## src/logic/sercr_params.svh

```systemverilog
// constants of the serializer control register bank: offsets, field positions, reset values, masks
// assumes inclusion by sercr_pkg.sv and sercr_regs.sv only
`ifndef SERCR_PARAMS_SVH
`define SERCR_PARAMS_SVH

// ----------------------------------------
// register offsets
// ----------------------------------------
`define SERCR_OFF_DEVADDR   8'h00
`define SERCR_OFF_RESET     8'h01
`define SERCR_OFF_CONFIG    8'h03

// ----------------------------------------
// reset values and writable masks
// ----------------------------------------
`define SERCR_RST_DEVADDR   8'h00
`define SERCR_RST_RESET     8'h00
`define SERCR_RST_CONFIG    8'hd2
`define SERCR_WMASK_DEVADDR 8'hff
`define SERCR_WMASK_RESET   8'h80
`define SERCR_WMASK_CONFIG  8'hbb

// ----------------------------------------
// field positions
// ----------------------------------------
`define SERCR_BIT_ADDR_OVR  0
`define SERCR_BIT_AUTO_PD   7
`define SERCR_BIT_FULL_RST  1
`define SERCR_BIT_LOGIC_RST 0
`define SERCR_BIT_CRC_EN    7
`define SERCR_BIT_AUTO_ACK  5
`define SERCR_BIT_FILTER    4
`define SERCR_BIT_PASSTHRU  3
`define SERCR_BIT_OSC_AUTO  1
`define SERCR_BIT_EDGE      0

// ----------------------------------------
// strap address and timing
// ----------------------------------------
`define SERCR_STRAP_BASE    7'h0c
`define SERCR_STRAP_WAIT    2'h3
`define SERCR_RST_PULSE     4

`endif

```

## src/logic/sercr_pkg.sv

```systemverilog
// types of the serializer control register bank
// assumes sercr_params.svh is on the include path
`include "sercr_params.svh"

package sercr_pkg;

  // register port request from the serial bus engine
  typedef struct packed {
    logic       wr;
    logic       rd;
    logic [7:0] addr;
    logic [7:0] wdata;
  } sercr_req_s;

  // configuration fields driven to the datapath
  typedef struct packed {
    logic crc_check_en;
    logic remote_wr_auto_ack;
    logic sync_filter_en;
    logic passthru_en;
    logic osc_auto_switch_en;
    logic sample_edge_rising;
  } sercr_cfg_s;

  typedef enum logic [1:0] {
    SERCR_REG_DEVADDR,
    SERCR_REG_RESET,
    SERCR_REG_CONFIG,
    SERCR_REG_NONE
  } sercr_reg_e;

  typedef enum logic [1:0] {
    SERCR_RUN,
    SERCR_FULL_RST,
    SERCR_LOGIC_RST
  } sercr_state_e;

endpackage : sercr_pkg

```

## src/logic/sercr_regs.sv

```systemverilog
// control register bank of the video serializer: address override, power and soft resets, link config
// assumes a serial bus engine on CLK_SYS presenting one-cycle read/write strobes, and a strap level pin
`timescale 1ns/1ps
`default_nettype none
`include "sercr_params.svh"

module sercr_regs
  import sercr_pkg::*;
#(
  parameter int RST_PULSE_CYCLES = `SERCR_RST_PULSE
) (
  // clock and reset
  input  wire  logic       CLK_SYS,
  input  wire  logic       RST,
  // register port from the serial bus engine
  input  wire  sercr_req_s REG_REQ,
  output var   logic [7:0] REG_RDATA,
  output var   logic       REG_RVALID,
  // strap pin level, already quantised to 16 steps
  input  wire  logic [3:0] ADDRESS_STRAP_PIN,
  // status from the link and clock monitors, same clock
  input  wire  logic       LINK_DETECTED,
  input  wire  logic       PIXEL_CLOCK_ABSENT,
  // controls to the device
  output var   logic [6:0] TARGET_ADDRESS,
  output var   logic       POWER_DOWN,
  output var   logic       DIGITAL_RESET,
  output var   logic       USE_INTERNAL_OSCILLATOR,
  output var   sercr_cfg_s CFG
);

  localparam logic [3:0] PULSE_LEN = 4'(RST_PULSE_CYCLES);

  // ----------------------------------------
  // helpers
  // ----------------------------------------
  function automatic sercr_reg_e decode(input logic [7:0] addr);
    case (addr)
      `SERCR_OFF_DEVADDR: decode = SERCR_REG_DEVADDR;
      `SERCR_OFF_RESET:   decode = SERCR_REG_RESET;
      `SERCR_OFF_CONFIG:  decode = SERCR_REG_CONFIG;
      default:            decode = SERCR_REG_NONE;
    endcase
  endfunction : decode

  // strap steps map to consecutive addresses from the base
  function automatic logic [6:0] strap_address(input logic [3:0] step);
    strap_address = `SERCR_STRAP_BASE + {3'h0, step};
  endfunction : strap_address

  // ----------------------------------------
  // state
  // ----------------------------------------
  logic [3:0]   strap_meta_r, strap_sync_r;
  logic [3:0]   strap_r, strap_nxt;
  logic [1:0]   strap_wait_r, strap_wait_nxt;
  logic [7:0]   devaddr_r, devaddr_nxt;
  logic [7:0]   rstreg_r, rstreg_nxt;
  logic [7:0]   config_r, config_nxt;
  sercr_state_e state_r, state_nxt;
  logic [3:0]   pulse_cnt_r, pulse_cnt_nxt;
  logic [7:0]   rdata_r, rdata_nxt;
  logic         rvalid_r, rvalid_nxt;
  logic [6:0]   target_r, target_nxt;
  logic         pd_r, pd_nxt;
  logic         dig_rst_r, dig_rst_nxt;
  logic         osc_r, osc_nxt;
  sercr_cfg_s   cfg_r, cfg_nxt;
  sercr_reg_e   sel;
  logic [7:0]   rst_view;

  // ----------------------------------------
  // next-state logic
  // ----------------------------------------
  always_comb begin
    sel            = decode(REG_REQ.addr);
    strap_nxt      = strap_r;
    strap_wait_nxt = strap_wait_r;
    devaddr_nxt    = devaddr_r;
    rstreg_nxt     = rstreg_r;
    config_nxt     = config_r;
    state_nxt      = state_r;
    pulse_cnt_nxt  = pulse_cnt_r;
    rdata_nxt      = rdata_r;
    rvalid_nxt     = 1'b0;

    // strap loaded on the first three cycles after reset release, the last once the synchroniser has settled, then held
    if (strap_wait_r != `SERCR_STRAP_WAIT) begin
      strap_wait_nxt = strap_wait_r + 2'h1;
      strap_nxt      = strap_sync_r;
    end

    // reset bits read one while their pulse runs, zero once it ends
    rst_view = rstreg_r & `SERCR_WMASK_RESET;
    rst_view[`SERCR_BIT_FULL_RST]  = (state_r == SERCR_FULL_RST);
    rst_view[`SERCR_BIT_LOGIC_RST] = (state_r == SERCR_LOGIC_RST);

    case (state_r)
      SERCR_RUN: begin
        if (REG_REQ.wr) begin
          case (sel)
            SERCR_REG_DEVADDR: devaddr_nxt = REG_REQ.wdata & `SERCR_WMASK_DEVADDR;
            SERCR_REG_RESET: begin
              rstreg_nxt = REG_REQ.wdata & `SERCR_WMASK_RESET;
              // full reset outranks the logic-only reset when both are written
              if (REG_REQ.wdata[`SERCR_BIT_FULL_RST]) begin
                state_nxt     = SERCR_FULL_RST;
                pulse_cnt_nxt = PULSE_LEN;
              end else if (REG_REQ.wdata[`SERCR_BIT_LOGIC_RST]) begin
                state_nxt     = SERCR_LOGIC_RST;
                pulse_cnt_nxt = PULSE_LEN;
              end
            end
            SERCR_REG_CONFIG:  config_nxt = REG_REQ.wdata & `SERCR_WMASK_CONFIG;
            default: ;
          endcase
        end
      end
      SERCR_FULL_RST, SERCR_LOGIC_RST: begin
        // writes during a soft reset are dropped; the bank is being cleared or held
        pulse_cnt_nxt = pulse_cnt_r - 4'h1;
        if (state_r == SERCR_FULL_RST) begin
          devaddr_nxt = `SERCR_RST_DEVADDR;
          rstreg_nxt  = `SERCR_RST_RESET;
          config_nxt  = `SERCR_RST_CONFIG & `SERCR_WMASK_CONFIG;
        end
        if (pulse_cnt_r == 4'h1) begin
          state_nxt = SERCR_RUN;
        end
      end
      default: state_nxt = SERCR_RUN;
    endcase

    if (REG_REQ.rd) begin
      rvalid_nxt = 1'b1;
      case (sel)
        SERCR_REG_DEVADDR: rdata_nxt = devaddr_r;
        SERCR_REG_RESET:   rdata_nxt = rst_view;
        SERCR_REG_CONFIG:  rdata_nxt = config_r & `SERCR_WMASK_CONFIG;
        default:           rdata_nxt = 8'h00;
      endcase
    end

    // outputs follow the registers one cycle later, except DIGITAL_RESET, which is taken from state_nxt and moves with state_r
    if (devaddr_r[`SERCR_BIT_ADDR_OVR]) begin
      target_nxt = devaddr_r[7:1];
    end else begin
      target_nxt = strap_address(strap_r);
    end
    pd_nxt      = rstreg_r[`SERCR_BIT_AUTO_PD] & ~LINK_DETECTED;
    dig_rst_nxt = (state_nxt != SERCR_RUN);
    osc_nxt     = config_r[`SERCR_BIT_OSC_AUTO] & PIXEL_CLOCK_ABSENT;
    cfg_nxt.crc_check_en       = config_r[`SERCR_BIT_CRC_EN];
    cfg_nxt.remote_wr_auto_ack = config_r[`SERCR_BIT_AUTO_ACK];
    cfg_nxt.sync_filter_en     = config_r[`SERCR_BIT_FILTER];
    cfg_nxt.passthru_en        = config_r[`SERCR_BIT_PASSTHRU];
    cfg_nxt.osc_auto_switch_en = config_r[`SERCR_BIT_OSC_AUTO];
    cfg_nxt.sample_edge_rising = config_r[`SERCR_BIT_EDGE];
  end

  // ----------------------------------------
  // registers
  // ----------------------------------------
  always_ff @(posedge CLK_SYS or posedge RST) begin
    if (RST) begin
      strap_meta_r <= 4'h0;
      strap_sync_r <= 4'h0;
      strap_r      <= 4'h0;
      strap_wait_r <= 2'h0;
      devaddr_r    <= `SERCR_RST_DEVADDR;
      rstreg_r     <= `SERCR_RST_RESET;
      config_r     <= `SERCR_RST_CONFIG & `SERCR_WMASK_CONFIG;
      state_r      <= SERCR_RUN;
      pulse_cnt_r  <= 4'h0;
      rdata_r      <= 8'h00;
      rvalid_r     <= 1'b0;
      target_r     <= `SERCR_STRAP_BASE;
      pd_r         <= 1'b0;
      dig_rst_r    <= 1'b0;
      osc_r        <= 1'b0;
      cfg_r        <= '0;
    end else begin
      strap_meta_r <= ADDRESS_STRAP_PIN;
      strap_sync_r <= strap_meta_r;
      strap_r      <= strap_nxt;
      strap_wait_r <= strap_wait_nxt;
      devaddr_r    <= devaddr_nxt;
      rstreg_r     <= rstreg_nxt;
      config_r     <= config_nxt;
      state_r      <= state_nxt;
      pulse_cnt_r  <= pulse_cnt_nxt;
      rdata_r      <= rdata_nxt;
      rvalid_r     <= rvalid_nxt;
      target_r     <= target_nxt;
      pd_r         <= pd_nxt;
      dig_rst_r    <= dig_rst_nxt;
      osc_r        <= osc_nxt;
      cfg_r        <= cfg_nxt;
    end
  end

  assign REG_RDATA               = rdata_r;
  assign REG_RVALID              = rvalid_r;
  assign TARGET_ADDRESS          = target_r;
  assign POWER_DOWN              = pd_r;
  assign DIGITAL_RESET           = dig_rst_r;
  assign USE_INTERNAL_OSCILLATOR = osc_r;
  assign CFG                     = cfg_r;

endmodule : sercr_regs

`default_nettype wire

```

## config.mk

```make
export PLATFORM = sky130hd
export DESIGN_NAME = sercr_regs
export DESIGN_NICKNAME = d
export VERILOG_FILES = /design/src/logic/sercr_pkg.sv /design/src/logic/sercr_regs.sv
export VERILOG_INCLUDE_DIRS = /design/src /design/src/logic
export SDC_FILE = /design/constraint.sdc
export NUM_CORES = 1
export LEC_CHECK = 0
export BUFFER_PORTS_ARGS = -buffer_cell sky130_fd_sc_hd__buf_2
export CORE_MARGIN = 2
export CORE_UTILIZATION = 40
export DETAILED_ROUTE_END_ITERATION = 8
export GPL_TIMING_DRIVEN = 0
export SYNTH_ARGS = -nofsm -noshare
export SYNTH_HDL_FRONTEND = slang
export SYNTH_SLANG_ARGS = --single-unit
```

## constraint.sdc

```tcl
create_clock -name CLK_SYS -period 1.8 [get_ports CLK_SYS]
set_clock_uncertainty 0.05 [all_clocks]
set_input_delay 0.36 -clock CLK_SYS [delete_from_list [all_inputs] [get_ports CLK_SYS]]
set_output_delay 0.36 -clock CLK_SYS [all_outputs]
set_load 0.01 [all_outputs]
```

After elaboration in Yosys (flattened, before gate mapping)
Index checks and enable logic that the tools add are counted.
{"block": "totals", "reg_bits": 69, "inputBits": 26, "out_inout_bits": 25, "wordCells": 77}
{"block": "classes", "n_addsub": 3, "eq_ne": 14, "n_mux": 26, "bitwise_logic": 3, "reduce_logical": 10}
{"operator": "2-to-1 mux 8 bit", "n": 8}
{"operator": "one-hot mux 8 bit (2 select lines)", "n": 3}
{"operator": "one-hot mux 8 bit (3 select lines)", "n": 1}
{"operator": "2-to-1 mux 4 bit", "n": 4}
{"operator": "AND reduction 4 bit", "n": 4}
{"operator": "inequality test 2 bit (second input constant)", "n": 6}
{"operator": "2-to-1 mux 2 bit", "n": 5}
{"operator": "equality test 8 x 1 -> 1 bit (second input constant)", "n": 1}
{"operator": "equality test 8 x 2 -> 1 bit (second input constant)", "n": 1}
{"operator": "zero test 8 bit", "n": 1}
{"operator": "one-hot mux 4 bit (2 select lines)", "n": 1}
{"operator": "2-to-1 mux 7 bit", "n": 1}
{"operator": "one-hot mux 2 bit (3 select lines)", "n": 1}
{"operator": "adder 4 x 4 -> 5 bit (first input constant)", "n": 1}
{"operator": "equality test 2 x 1 -> 1 bit (second input constant)", "n": 2}
{"operator": "equality test 2 bit (second input constant)", "n": 2}
{"operator": "equality test 4 x 1 -> 1 bit (second input constant)", "n": 1}
{"operator": "zero test 2 bit", "n": 2}
{"operator": "one-hot mux 2 bit (2 select lines)", "n": 1}
{"operator": "nonzero test 2 bit", "n": 2}
{"operator": "subtractor 4 x 1 -> 4 bit (second input constant)", "n": 1}
{"operator": "inequality test 3 bit (second input constant)", "n": 1}
{"operator": "adder 2 x 1 -> 2 bit (second input constant)", "n": 1}
{"operator": "bitwise AND 1 bit", "n": 2}
{"operator": "other kinds (3)", "n": 3}

Longest topological paths before layout
{"block": "logic_depth", "depth_word": 7, "ltp_mapped": 7, "ltp_nobuf": 6}

Worst setup path after synthesis
OpenSTA, ideal clock, no wires.
{"block": "synth_timing", "kind": "register to register", "from": "register state_r[0]", "to": "register devaddr_r[0]", "setup_time_ns": 0.125, "t_arrival_ns": 1.624, "required_time_ns": 1.625, "path_slack_ns": 0.001, "stages_incl_launch_ff": 8, "period_less_slack_ns": 1.799, "path_cell_list": "dfrtp_1 -> inv_1 -> ha_1 -> nand2b_1 -> a21o_1 -> a21o_1 -> buf_6 -> mux2_4"}
{"block": "synth_between", "elab_chain_cells": 4, "elab_cells_between_ends": 10}
{"item": "start, declared", "line": "sercr_regs.sv:60", "rtl": "sercr_state_e state_r, state_nxt;"}
{"item": "start signal, assigned", "line": "sercr_regs.sv:190", "rtl": "state_r <= state_nxt;"}
{"item": "equality test 2 bit or equality test 2 x 1 -> 1 bit (tied branches)", "line": "sercr_regs.sv:98, sercr_regs.sv:122"}
{"item": "OR reduction 2 bit", "line": "sercr_regs.sv:98", "rtl": "case (state_r)"}
{"item": "inequality test 2 bit (no source line) or nonzero test 2 bit (tied branches)"}
{"item": "AND reduction 4 bit (no source line)"}
{"item": "end signal, assigned", "line": "sercr_regs.sv:170", "rtl": "devaddr_r <= `SERCR_RST_DEVADDR;"}
{"item": "end signal, assigned", "line": "sercr_regs.sv:187", "rtl": "devaddr_r <= devaddr_nxt;"}
{"item": "end, declared", "line": "sercr_regs.sv:57", "rtl": "logic [7:0] devaddr_r, devaddr_nxt;"}
Several ways; a longest one is shown, not always the timed one.
A chain may end at the register's enable or synchronous reset.

Worst setup path in the final report
{"block": "layout_timing", "from": "register state_r[1]", "to": "register devaddr_r[0]"}
Same word-level chain as after synthesis.

==> results_dict.tcl <==
set metrics [dict create \
    status "completed" \
    p_leak_uw 0.00147 \
    met3_usage_pct 6.13 \
    antenna_found_initial 0 \
    period_share_pct 97.6 \
    ys_warn_count 0 \
    avgSynthCellArea_um2 12.5 \
    hpwl_um 3470 \
    ys_async_sr_fraction_pct 100 \
    core_um2 6240 \
    max_freq_mhz 569 \
    cts-root-buf "clkbuf_8" \
    worst_slew_pin_slew_ns 0.647 \
    cts.sinks 60 \
    layout.nets 302 \
    cts_buffer_depth 2 \
    drt-total-wl_um 4880 \
    synthCells 204 \
    areaGrowthSynthToFinish_pct 24.0 \
    die_height_um 83.9 \
    antenna_cells 0 \
    final_max_slew_viol_count 0 \
    cap_violations 0 \
    synth_seq_cells 60 \
    fin_cells 350 \
    clk_pin_slew_ns 0.06 \
    start_util_pct 40.9 \
    rsz0062_at_grt "true" \
    drive_gt1_share_pct 37.7 \
    grt_pass1_vias 1678 \
    grt_pass1_wl_um 8120 \
    tritoncts "done" \
    endpoint_kind "flop" \
    die_x_um 83.9 \
    track_usage_pct 15.0 \
    clk_latency_ns 0.33 \
    worstHoldPathType "input port to asynchronous set/reset pin" \
    grt-busiest-layer "met2" \
    timing.hold.ws_ns 0.0559 \
    first_pass_iters 4 \
    cp.required_ns 1.97 \
    worstPathMaxFanout 8 \
    syn_area_um2 2550 \
    yosys_most_used_dff "dfrtp_1" \
    powerDensity_nw_per_um2 1290 \
    finalCriticalPeriod_ns 1.76 \
    hold_viol_final 0 \
    ctsHoldBuffers 0 \
    avgRoutedWirePerCell_um 13.9 \
    yosysSeqAreaShare_pct 59.1 \
    avgViaCountPerCell 4.92 \
    ys_types 43 \
    tns_ns 0 \
    relSlewSlack_pct 56.8 \
    grt_max_degree 61 \
    synth_edf_count 0 \
    drc 0 \
    ir_drop_mv 0.647 \
    drt_first_iter_violations 34 \
    reg2reg_slack_ns 0.04 \
    fp-row-count 29 \
    setup-violations-final 0 \
    cp-start-kind "flop" \
    gp_congestion 0.775 \
    criticalPathCategory "flop to flop" \
    syn_nets 238 \
    numCtsBuffers 9 \
    overflow 0 \
    grtUsageMet1_pct 20.0 \
    die_area_um2 7030 \
    cts_max_level 3 \
    arrival_ns 1.92 \
    postRouteAntennaNets 0 \
    portBuffers 49 \
    num_vias 1723 \
    io_pins 51 \
    dp_cells 330 \
    grt_util_met2_pct 22.3 \
]
## final timing paths
kind / start / to / cells after the start
worst max-delay path: state_r[1] / devaddr_r[0] / 7
worst max register to register: state_r[1] / devaddr_r[0] / 7
max in group asynchronous: RST / TARGET_ADDRESS[2] / 3
worst min register to register: strap_meta_r[3] / strap_sync_r[3] / 0
min in group CLK_SYS: ADDRESS_STRAP_PIN[0] / strap_meta_r[0] / 1
worst min-delay path: RST / TARGET_ADDRESS[5] / 2
## flip-flops by register name, summed over array words and instances (netlist names), 2 cells and up
name	cells
CFG	6
pulse_cnt_r	4
strap_sync_r	4
devaddr_r	8
config_r	6
state_r	2
TARGET_ADDRESS	7
strap_r	4
strap_wait_r	2
REG_RDATA	8
strap_meta_r	4
## cells in the final DEF, fill, tap and decap left out, drive strengths merged
cell type	n
dfrtp	55
buf	55
inv	20
clkbuf	18
mux2	16
nor2	8
nand3	8
ha	8
a22o	7
mux2i	7
a21oi	7
o22ai	6
nor2b	6
dfstp	5
and2	5
nand2	5
o21ai	4
o22a	3
clkinv	3
nor4	3
nand2b	2
a21o	2
a21boi	2
or3	2
a221oi	2
xnor2	1
and4	1
o221a	1
nand3b	1
a31oi	1
clkinvlp	1
o21a	1
nand4	1
nor3b	1
o2bb2ai	1
or4	1
and3	1
a2bb2oi	1
bufinv	1
## final cells by class
cell class	count	area, um2
Buffer	8	40.0
Clock buffer	12	145
Clock inverter	4	48.8
Fill cell	593	3080
Inverter	21	82.6
Multi-Input combinational cell	115	955
Sequential cell	60	1510
Tap cell	77	96.3
Timing Repair Buffer	53	288
## metrics by stage
stage | area, um2 | setup slack, ns | total power (uW) | utilization, %
after floorplan | 2550 | 0.000881 | 2510 | -
after global placement | 2900 | -0.237 | 2810 | 46.4
after detailed placement | 2900 | -0.262 | 2830 | 46.4
after CTS | 3140 | 0.0244 | 4110 | 50.2
after global routing | 3160 | -0.0156 | 4310 | 50.7
final | 3160 | 0.0426 | 4070 | 50.7
## cells by family (layout without fill, tap and decap cells)
| family | Yosys count | count (layout) | share of synthesized area (%) |
|---|---|---|---|
| flops | 60 | 60 | 59.1 |
| simple gates | 45 | 45 | 10.8 |
| compound gates | 38 | 38 | 10.7 |
| buf+inv | 29 | 98 | 4.66 |
| mux | 23 | 23 | 10.4 |
| fa+ha+maj | 8 | 8 | 3.92 |
| xor+xnor | 1 | 1 | 0.343 |
## repair_timing
action                                  4_1_cts  5_1_grt
resized for setup                             4        3
hold endpoints to repair                      0        0
buffers inserted                              3        0
pin swaps                                     1        0
endpoints found under the setup margin       16        4
## power by group
part           internal [uW]  switching [uW]
clock                    675             505
combinational            576             596
sequential              1600             118
## cell usage after synthesis, types with 2 or more instances
| cell type | n | area, um2 |
|---|---|---|
| a21o_1 | 2 | 15.0 |
| mux2i_1 | 7 | 70.1 |
| o22a_1 | 3 | 26.3 |
| dfrtp_1 | 55 | 1380 |
| clkbuf_1 | 5 | 18.8 |
| inv_1 | 21 | 78.8 |
| a21boi_0 | 2 | 15.0 |
| ha_1 | 8 | 100 |
| a221oi_1 | 2 | 17.5 |
| nand3_2 | 2 | 20.0 |
| nand2b_1 | 2 | 12.5 |
| nor2_1 | 8 | 30.0 |
| o22ai_1 | 6 | 37.5 |
| nand2_1 | 5 | 18.8 |
| o21ai_0 | 4 | 20.0 |
| or3_1 | 2 | 12.5 |
| dfstp_2 | 5 | 131 |
| mux2_4 | 4 | 60.1 |
| a21oi_1 | 6 | 30.0 |
| nand3_1 | 6 | 30.0 |
| nor2b_1 | 6 | 37.5 |
| a22o_1 | 7 | 61.3 |
| mux2_2 | 12 | 135 |
| and2_1 | 5 | 31.3 |
## worst max-delay path: stages, from the launching register on
cell and delay (ns):
dfrtp_1 0.38, inv_2 0.06, ha_4 0.29, nand2b_1 0.05, a21o_1 0.20, a21o_1 0.17, buf_6 0.14, mux2_4 0.29
## metal layers
metal / wire, um / up-vias
li1: - / 849
met1: 2260 / 826
met2: 2260 / 38
met3: 263 / 10
met4: 93 / 0
met5: 0 / -
Note: power is estimated with default switching activity, not from simulation.
